[config.mk]
export PLATFORM = sky130hd
export DESIGN_NAME = timer_count_timer
export DESIGN_NICKNAME = d
export VERILOG_FILES = /design/src/pkg/timer_count_pkg.sv /design/src/hdl/timer_count_prescaler.sv /design/src/hdl/timer_count_timer.sv
export VERILOG_INCLUDE_DIRS = /design/src /design/src/pkg
export SDC_FILE = /design/constraint.sdc
export NUM_CORES = 1
export LEC_CHECK = 0
export ABC_AREA = 1
export ABC_CLOCK_PERIOD_IN_PS = 5400
export CAP_MARGIN = 5
export CORE_MARGIN = 10
export CORE_UTILIZATION = 55
export CTS_BUF_LIST = sky130_fd_sc_hd__clkbuf_4 sky130_fd_sc_hd__clkbuf_8 sky130_fd_sc_hd__clkbuf_16
export DETAILED_ROUTE_END_ITERATION = 7
export DONT_BUFFER_PORTS = 1
export PLACE_DENSITY = 0.75
export SLEW_MARGIN = 20
export SYNTH_ARGS = -nofsm -noshare
export SYNTH_HDL_FRONTEND = slang
export SYNTH_SLANG_ARGS = --single-unit
[constraint.sdc]
create_clock -name i_ref_clk -period 5.4 [get_ports i_ref_clk]
set_clock_uncertainty 0.15 [all_clocks]
set_input_delay 0.54 -clock i_ref_clk [delete_from_list [all_inputs] [get_ports i_ref_clk]]
set_output_delay 0.54 -clock i_ref_clk [all_outputs]
set_load 0.005 [all_outputs]
[src/pkg/timer_count_defs.svh]
// Constants for the prescaled, postscaled timer-counter.
// Assumes the includer uses them at the widths noted beside each one.
// Behaviour
// RULE1: Prescaler offers sixteen power-of-two divisions from 1:1 to 1:32768.
// RULE2: Prescaler count has no address; software cannot read or write it.
// RULE3: Prescaler clears on low byte write, control write, or reset.
// RULE4: Postscaler offers sixteen divisions 1:1 to 1:16 via postscale select.
// RULE5: Postscaler count hidden; cleared by low byte write, control write, reset.
// RULE6: Sleep stops synchronous counting; asynchronous counting continues and may wake.
// RULE7: Eight-bit mode matches when low byte equals compare high byte.
// RULE8: Sixteen-bit mode event when count wraps from all ones to zero.
// RULE9: Flag sets once every postscale select plus one events.
// RULE10: Enabled interrupt with set flag interrupts processor and may wake.
// RULE11: Pulse output lasts one postscaled period per match or rollover; the code drives it high for one clock cycle.
// RULE12: Timer output toggles on each pulse rising edge, fifty percent duty.
// RULE13: Software reads timer output level through read-only status bit.
// RULE14: Timer output is offered to other peripherals as trigger.
// RULE15: Timer output may be routed to any pin via output select.
// RULE16: Eight-bit mode low byte returns to zero after a match.
// RULE17: Counter advances per prescaler edge when enabled, holds when disabled.
`ifndef TIMER_COUNT_DEFS_SVH
`define TIMER_COUNT_DEFS_SVH
`define TIMER_COUNT_PRESCALE_W 15
`define TIMER_COUNT_PRESCALE_SEL_W 4
`define TIMER_COUNT_POSTSCALE_SEL_W 4
`define TIMER_COUNT_COUNT_RESET 16'h0000
`define TIMER_COUNT_COUNT_MAX 16'hffff
`define TIMER_COUNT_PIN_SEL_W 4
`endif

[src/pkg/timer_count_pkg.sv]
// Types shared by the timer-counter design files.
// Assumes timer_count_defs.svh is on the include path.
`default_nettype none
`include "timer_count_defs.svh"
package timer_count_pkg;
    typedef struct packed {
        logic enable;
        logic mode_16bit;
        logic async_clk;
        logic [`TIMER_COUNT_POSTSCALE_SEL_W-1:0] postscale_select;
        logic [`TIMER_COUNT_PRESCALE_SEL_W-1:0] prescale_select;
    } timer_count_cfg_t;
    typedef struct packed {
        logic wr_low;
        logic wr_high;
        logic wr_ctrl;
        logic [7:0] data;
    } timer_count_wr_t;
endpackage
`default_nettype wire

[src/hdl/timer_count_prescaler.sv]
// Power-of-two prescaler producing a one-cycle tick per divided period.
// Assumes a clear pulse from its parent on the writes that reset it.
`default_nettype none
`include "timer_count_defs.svh"
module timer_count_prescaler #(
    parameter int WIDTH = `TIMER_COUNT_PRESCALE_W
) (
    input wire logic i_ref_clk,
    input wire logic i_reset,
    input wire logic i_run,
    input wire logic i_clear,
    input wire logic [`TIMER_COUNT_PRESCALE_SEL_W-1:0] i_select,
    output logic o_tick
);
    logic [WIDTH-1:0] cnt_q;
    logic [WIDTH-1:0] cnt_d;
    logic [WIDTH-1:0] limit;
    always_comb begin
        // Divide by 2^select; the count is internal only. [RULE1] [RULE2]
        limit = WIDTH'((32'h1 << i_select) - 32'h1);
        cnt_d = cnt_q;
        o_tick = 1'b0;
        if (i_clear) begin
            cnt_d = '0; // [RULE3]
        end else if (i_run) begin
            if (cnt_q >= limit) begin
                cnt_d = '0;
                o_tick = 1'b1;
            end else begin
                cnt_d = cnt_q + WIDTH'(1);
            end
        end
    end
    always_ff @(posedge i_ref_clk) begin
        if (i_reset) begin
            cnt_q <= '0; // [RULE3]
        end else begin
            cnt_q <= cnt_d;
        end
    end
endmodule
`default_nettype wire

[src/hdl/timer_count_timer.sv]
// Timer-counter top: prescaler, 8/16-bit counter, postscaler, outputs.
// Assumes software writes arrive as single-cycle strobes on i_wr.
`default_nettype none
`include "timer_count_defs.svh"
module timer_count_timer #(
    parameter int PINS = 16
) (
    input wire logic i_ref_clk,
    input wire logic i_reset,
    input wire timer_count_pkg::timer_count_cfg_t i_cfg,
    input wire timer_count_pkg::timer_count_wr_t i_wr,
    input wire logic i_sleep,
    input wire logic i_irq_enable,
    input wire logic i_flag_clear,
    input wire logic [PINS-1:0] i_pin_select,
    output logic [15:0] o_timer_count,
    output logic o_timer_irq_flag,
    output logic o_irq,
    output logic o_wake,
    output logic o_timer_pulse_out,
    output logic o_timer_out,
    output logic o_out_status,
    output logic o_adc_trigger,
    output logic [PINS-1:0] o_pin_out
);
    logic [15:0] count_q, count_d;
    logic [`TIMER_COUNT_POSTSCALE_SEL_W-1:0] post_q, post_d;
    logic flag_q, flag_d, pulse_q, pulse_d, out_q, out_d;
    logic irq_q, wake_q, adc_q;
    logic [PINS-1:0] pin_q;
    logic clr, run, tick, event_hit, post_hit;
    assign clr = i_wr.wr_low | i_wr.wr_ctrl; // [RULE3] [RULE5]
    // Synchronous clocking halts in sleep; asynchronous keeps going. [RULE6] [RULE17]
    assign run = i_cfg.enable & ~(i_sleep & ~i_cfg.async_clk);
    timer_count_prescaler u_pre (
        .i_ref_clk(i_ref_clk),
        .i_reset(i_reset),
        .i_run(run),
        .i_clear(clr),
        .i_select(i_cfg.prescale_select),
        .o_tick(tick)
    );
    always_comb begin
        count_d = count_q;
        post_d = post_q;
        flag_d = flag_q;
        pulse_d = 1'b0;
        out_d = out_q;
        event_hit = 1'b0;
        post_hit = 1'b0;
        if (i_flag_clear) begin
            flag_d = 1'b0;
        end
        if (tick && !clr) begin
            if (i_cfg.mode_16bit) begin
                event_hit = (count_q == `TIMER_COUNT_COUNT_MAX); // [RULE8]
                count_d = count_q + 16'h0001; // [RULE17]
            end else begin
                event_hit = (count_q[7:0] == count_q[15:8]); // [RULE7]
                // Match restarts the low byte so the compare sets the period. [RULE16]
                count_d[7:0] = event_hit ? 8'h00 : count_q[7:0] + 8'h01;
            end
        end
        // Software writes come last so a same-cycle tick cannot undo them.
        if (i_wr.wr_low) begin
            count_d[7:0] = i_wr.data;
        end
        if (i_wr.wr_high) begin
            count_d[15:8] = i_wr.data;
        end
        if (clr) begin
            post_d = '0; // [RULE5]
        end else if (event_hit) begin
            // Divide events by postscale select plus one. [RULE4] [RULE9]
            post_hit = (post_q >= i_cfg.postscale_select);
            post_d = post_hit ? '0 : post_q + 4'h1;
        end
        if (post_hit) begin
            flag_d = 1'b1; // Set beats a same-cycle clear. [RULE9]
            pulse_d = 1'b1; // [RULE11]
            out_d = ~out_q; // [RULE12]
        end
    end
    always_ff @(posedge i_ref_clk) begin
        if (i_reset) begin
            count_q <= `TIMER_COUNT_COUNT_RESET;
            post_q <= '0;
            flag_q <= 1'b0;
            pulse_q <= 1'b0;
            out_q <= 1'b0;
            irq_q <= 1'b0;
            wake_q <= 1'b0;
            adc_q <= 1'b0;
            pin_q <= '0;
        end else begin
            count_q <= count_d;
            post_q <= post_d;
            flag_q <= flag_d;
            pulse_q <= pulse_d;
            out_q <= out_d;
            irq_q <= flag_d & i_irq_enable; // [RULE10]
            wake_q <= flag_d & i_irq_enable & i_sleep; // [RULE6] [RULE10]
            adc_q <= out_d; // [RULE14]
            pin_q <= {PINS{out_d}} & i_pin_select; // [RULE15]
        end
    end
    assign o_timer_count = count_q;
    assign o_timer_irq_flag = flag_q;
    assign o_irq = irq_q;
    assign o_wake = wake_q;
    assign o_timer_pulse_out = pulse_q;
    assign o_timer_out = out_q;
    assign o_out_status = out_q; // [RULE13]
    assign o_adc_trigger = adc_q;
    assign o_pin_out = pin_q;
endmodule
`default_nettype wire

* Word level (Yosys, flattened, before mapping)
Cells that the tools add are included.
Widths: inputs -> output; s select.
** Operators by class
- Order comparisons :: 2
- $add $sub $neg :: 5
- Equality and inequality tests :: 2
- Bitwise operators :: 9
- Muxes and demuxes :: 19
- Reduce and logical (&&, ||, !) cells :: 7
- Shift operators :: 1
** Operators with widths (count)
- $mux 8 :: 5
- $add 16x1->16 const B :: 1
- $and 16x16->16 :: 1
- $eq 16x16->1 const B :: 1
- $mux 16 :: 1
- $add 15x1->15 const B :: 1
- $ge 15x15->1 :: 1
- $mux 15 :: 1
- $shl 1x4->15 const A :: 1
- $sub 15x1->15 const B :: 1
- $mux 1 :: 11
- $add 8x1->8 const B :: 1
- $eq 8x8->1 :: 1
- $reduce_bool 2->1 :: 3
- $add 4x1->4 const B :: 1
- $and 1x1->1 :: 4
- $ge 4x4->1 :: 1
- $mux 4 :: 1
- $not 1->1 :: 3
- $reduce_and 2->1 :: 1
- $reduce_or 2->1 :: 1
- $logic_and 1x1->1 :: 1
- $logic_not 1->1 :: 1
- $or 1x1->1 :: 1
** Storage, ports and cells
- Register bits after elaboration :: 56
- Output and inout bits :: 39
- Logic and storage cells :: 55
- Input bits :: 43

* Depth between registers and ports, before layout
- Depth after elaboration :: 13
- Mapped depth :: 22

* Modules after synthesis
A second synthesis with hierarchy kept.
** Unflattened totals
- Cells, all modules :: 489
- Area total of the unflattened synthesis :: 3440.8 µm²
** Modules (own cells, without submodules)
- timer_count_timer :: seq. area each 820.8 µm², area each 2108.3 µm², instances 1, cells each 290
- timer_count_prescaler :: seq. area each 300.3 µm², area each 1332.5 µm², instances 1, cells each 199

* Least setup slack after synthesis
OpenSTA, ideal clock, no wires.
- Path kind :: input to register
- Start point :: input i_cfg[2] (netlist bit)
- End point :: register pin_q[10] (netlist: o_pin_out[10])
- Path buffers :: 2
- Arrival :: 3.270 ns
- Setup time :: 0.110 ns
- Cell stages on the path :: 21
- Setup slack :: 1.871 ns
- Required time :: 5.140 ns
- Cells stage by stage :: clkbuf_1 -> nor2_1 -> nand2_1 -> ha_1 -> a21boi_0 -> o21ai_0 -> a21oi_1 -> xor2_1 -> ha_1 -> nand2_1 -> nor2_1 -> nand2_1 -> nor2_1 -> nor2_1 -> nand3_1 -> nand3_1 -> nor2_8 -> nand3_4 -> nand3_4 -> buf_12 -> nor2_2
** On the way
- Cells in the longest elaborated chain, start to end :: 12
** RTL lines
- start, declared :: line timer_count_timer.sv:10 : input wire timer_count_pkg::timer_count_cfg_t i_cfg,
- $shl 1x4->15 :: line timer_count_prescaler.sv:20 : limit = WIDTH'((32'h1 << i_select) - 32'h1);
- $sub 15x1->15 :: line timer_count_prescaler.sv:20
- $ge 15x15->1 :: line timer_count_prescaler.sv:26 : if (cnt_q >= limit) begin
- $mux 1 :: line timer_count_prescaler.sv:26
- $mux 1 :: line timer_count_prescaler.sv:25 : end else if (i_run) begin
- $mux 1 :: line timer_count_prescaler.sv:23 : if (i_clear) begin
- $logic_and 1x1->1 :: line timer_count_timer.sv:54 : if (tick && !clr) begin
- $mux 1 :: line timer_count_timer.sv:54
- $mux 1 :: line timer_count_timer.sv:73 : end else if (event_hit) begin
- $mux 1 :: line timer_count_timer.sv:71 : if (clr) begin
- $mux 1 :: line timer_count_timer.sv:78 : if (post_hit) begin
- $and 16x16->16 :: line timer_count_timer.sv:104 : pin_q <= {PINS{out_d}} & i_pin_select;
- end signal, assigned :: line timer_count_timer.sv:104
- end, declared :: line timer_count_timer.sv:30 : logic [PINS-1:0] pin_q;
No other way between the ends.
A chain may end at the register's enable or synchronous reset.

* Final worst setup path
- Start point :: input i_cfg[2] (netlist bit)
- End point :: register u_pre.cnt_q[12]
** On the way
- Cells in the longest elaborated chain, start to end :: 4
** RTL lines
- $shl 1x4->15 :: line timer_count_prescaler.sv:20
- $sub 15x1->15 :: line timer_count_prescaler.sv:20
- $ge 15x15->1 :: line timer_count_prescaler.sv:26
- $mux 15 :: line timer_count_prescaler.sv:26
- end signal, assigned :: line timer_count_prescaler.sv:38 : cnt_q <= cnt_d;
- end, declared :: line timer_count_prescaler.sv:15 : logic [WIDTH-1:0] cnt_q;
No other way between the ends.

==> results.py <==
metrics = {
    "placed_design": {
        "detailed_place_hpwl_um": 6758,
        "place_congestion": 0.9320,
        "port_buffers": 0,
        "dp_slack_ns": 1.549,
    },
    "timing": {
        "setup_ws_ns": 1.867,
        "period_minus_slack_ns": 3.533,
        "rsz0062_at_grt": "no",
        "slew_violations": 0,
        "fmax_ghz": 0.2830,
        "whs_ns": 0.1352,
        "finalSetupViolations": 0,
        "worst_pin_slew_ns": 1.058,
        "finalHoldViolCount": 0,
        "period_share": 0.6543,
        "fin_setup_tns_ns": 0,
        "relSlewSlack": 0.2897,
    },
    "worst_setup_path": {
        "crit_fanout": 15,
        "arrival_ns": 3.55,
        "critPathLaunchType": "primary input",
        "crit_buf_inv": 1,
        "cp-end-kind": "register",
        "cpPeakStageDelay_ns": 0.82,
        "cp.required_ns": 5.42,
        "r2r-end": "u_pre.cnt_q[12]$_SDFFE_PP0P_",
        "path_class": "in -> reg",
        "slowest_stage": "o21ai_1",
        "r2r_start": "u_pre.cnt_q[0]$_SDFFE_PP0P_",
        "path_depth": 17,
        "r2r_setup_slack_ns": 2.91,
        "crit_chain": "nor2_1 > nand3_1 > ha_1 > a21boi_0 > o21ai_0 > a21oi_1 > xor2_1 > ha_1 > nand2_1 > nor2_1 > nand2_1 > inv_1 > nand2_1 > nand3_1 > nor2_1 > o21ai_1 > nor3_1",
        "rr_worst_depth": 11,
        "cp_top_family": "compound AO/OA/AOI/OAI gates",
    },
    "cells_and_area": {
        "antenna_cells": 0,
        "drive_above_1_share": 0.07647,
        "syn_to_final_growth_pct": 4.427,
        "nets": 576,
    },
    "synth": {
        "yosys-top-cells-area": "dfxtp_1, nand2_1, inv_1",
        "synth-compound-area-share": 0.09318,
        "syn_avg_cell_area_um2": 6.818,
        "synth_cells": 514,
        "synth_area_leader_cell": "dfxtp_1",
        "yosys_warnings": 0,
        "ys_types": 37,
        "async_flop_share": 0,
        "synth_top_area_frac": 0.3199,
        "synthSimpleGateAreaFrac": 0.3420,
        "synth_edf_count": 0,
        "synth-adder-area-share": 0.08211,
        "synth_top_family_by_area": "simple AND/OR/NAND/NOR gates",
        "yosysSeqAreaShare": 0.3199,
        "syn_area_um2": 3505,
        "synth-main-ff-cell": "dfxtp_1",
        "synth.top_cells.by_count": "nand2_1, inv_1, dfxtp_1",
        "synth-seq-cells": 56,
        "syn_nets": 580,
        "yosysMostFrequentCell": "nand2_1",
        "synthXorXnorAreaFrac": 0.05498,
        "synthMuxAreaShare": 0,
    },
    "clock_network": {
        "cts.clk_slew.worst_paths_ns": 0.10,
        "cts_setup_buffers": 0,
        "post_cts_resized": 0,
        "cts_root_buf": "clkbuf_8",
        "cts_buffers": 5,
        "cts_tree": "yes",
        "clk_latency_ns": 0.32,
        "h-tree-depth": 2,
        "holdBufCountCts": 0,
        "clock_path_buffers": 2,
        "cts_sinks": 56,
    },
    "floorplanning": {
        "die_h_um": 99.83,
        "row_count": 29,
        "io_pins": 82,
        "die-width_um": 99.83,
        "initial_core_util": 0.5583,
        "core_um2": 6277,
        "die_area_um2": 9965,
    },
    "worst_hold_path": {
        "hold_depth": 1,
        "hold_class": "in -> reg",
        "worstHoldStart": "i_reset",
        "min_to": "o_timer_pulse_out$_SDFF_PP0_",
    },
    "grt": {
        "grt_max_degree": 20,
        "antenna_found_initial": 0,
        "grt_pass1_vias": 2907,
        "grt_use_total": 0.1669,
        "grt-ovfl-total": 0,
        "grt_pass1_wl_um": 13890,
    },
    "route": {
        "ant_nets": 0,
        "wl_um": 8578,
        "avgViaCountPerCell": 5.279,
        "first_pass_iters": 4,
        "num_vias": 3099,
        "first_iter_violations": 207,
        "wire_per_inst_um": 14.61,
        "drc": 0,
    },
    "pwr": {
        "p_leak_uw": 0.001675,
        "ir_drop_mv": 0.1490,
        "powerDensity_nw_per_um2": 227.9,
    },
    "flow_run": {
        "max_cap_violations": 0,
    },
    "status": {
        "status": "finished clean",
    },
}
layout make-up:
class	count	area, um^2
clock inverters	2	60.06
well taps	77	96.34
inverters	82	307.8
fillers	592	2618
clock buffers	5	68.82
multi-input cells	365	2006
flip-flops and latches	56	1121
layer usage:
metal	GRT usage	part of all wire	wire length, um
met5	0	0	0
met4	0.05292	0.015	131
met3	0.05563	0.095	817
met2	0.2583	0.46	3915
met1	0.2135	0.43	3713
worst register-to-register path, stage by stage, from the launching register on:
cell and delay, ns:
dfxtp_1 0.39, inv_1 0.10, ha_1 0.28, nand2_1 0.04, nor2_1 0.12, nand2_1 0.09, inv_1 0.06, nand2_1 0.04
nand3_1 0.06, nor2_1 0.06, o21ai_1 0.82, nor3_1 0.13
how the worst max path moves through the flow:
| stage | startpoint | end |
|---|---|---|
| 2_1_floorplan | i_cfg[2] | o_pin_out[10]$_SDFF_PP0_ |
| 3_5_place_dp | i_cfg[2] | u_pre.cnt_q[12]$_SDFFE_PP0P_ |
| 4_1_cts | i_cfg[2] | u_pre.cnt_q[12]$_SDFFE_PP0P_ |
| 6_report | i_cfg[2] | u_pre.cnt_q[12]$_SDFFE_PP0P_ |
| 3_3_place_gp | i_cfg[2] | u_pre.cnt_q[12]$_SDFFE_PP0P_ |
| 5_1_grt | i_cfg[2] | o_timer_count[13]$_SDFFE_PP0P_ |
logic make-up (layout without fill, tap and decap cells):
kind of cell    after synthesis  in the layout
compound gates               61             61
xor+xnor                     22             22
fa+ha+maj                    23             23
buf+inv                      93             89
flops                        56             56
simple gates                259            259
power breakdown:
group / leakage, uW / internal, uW / total, uW / switching (uW)
Clock: 0.0000642 / 183 / 319 / 137
Sequential: 0.000453 / 419 / 433 / 14.1
Combinational: 0.00116 / 29.5 / 81.4 / 51.9
state kept, by name (all words and copies together) (netlist names):
name / count
o_adc_trigger: 1
o_irq: 1
o_pin_out: 16
o_timer_count: 16
o_timer_irq_flag: 1
o_timer_pulse_out: 1
o_wake: 1
post_q: 4
u_pre.cnt_q: 15
layout by cell type, fill, tap and decap left out, types with 2 or more instances in the layout:
master     instances
a21oi_1           35
o31ai_1            2
nand3_2            2
bufinv_16          2
nand2_2            5
nand2_1          128
nand4_1            6
o21ai_0           18
nor2_2             9
xor2_1            17
nor2_1            48
xnor2_1            5
inv_2              5
nand3b_1           2
dfxtp_1           56
nor3_1            13
clkbuf_8           5
nand3_4            2
inv_1             77
or2_2              4
nor3b_1            3
nand3_1           31
ha_1              23
through the flow:
| step | power [uW] | cell area (um^2) | util | cells |
|---|---|---|---|---|
| floorplan | 509.6 | 3505 | - | 514 |
| global placement | 520.9 | 3531 | 0.5625 | 580 |
| detailed placement | 522.7 | 3531 | 0.5625 | 580 |
| CTS | 840.5 | 3660 | 0.5830 | 587 |
| global route | 872.2 | 3660 | 0.5830 | 587 |
| finish | 834.0 | 3660 | 0.5830 | 587 |
Note: power is estimated with default switching activity, not from simulation.
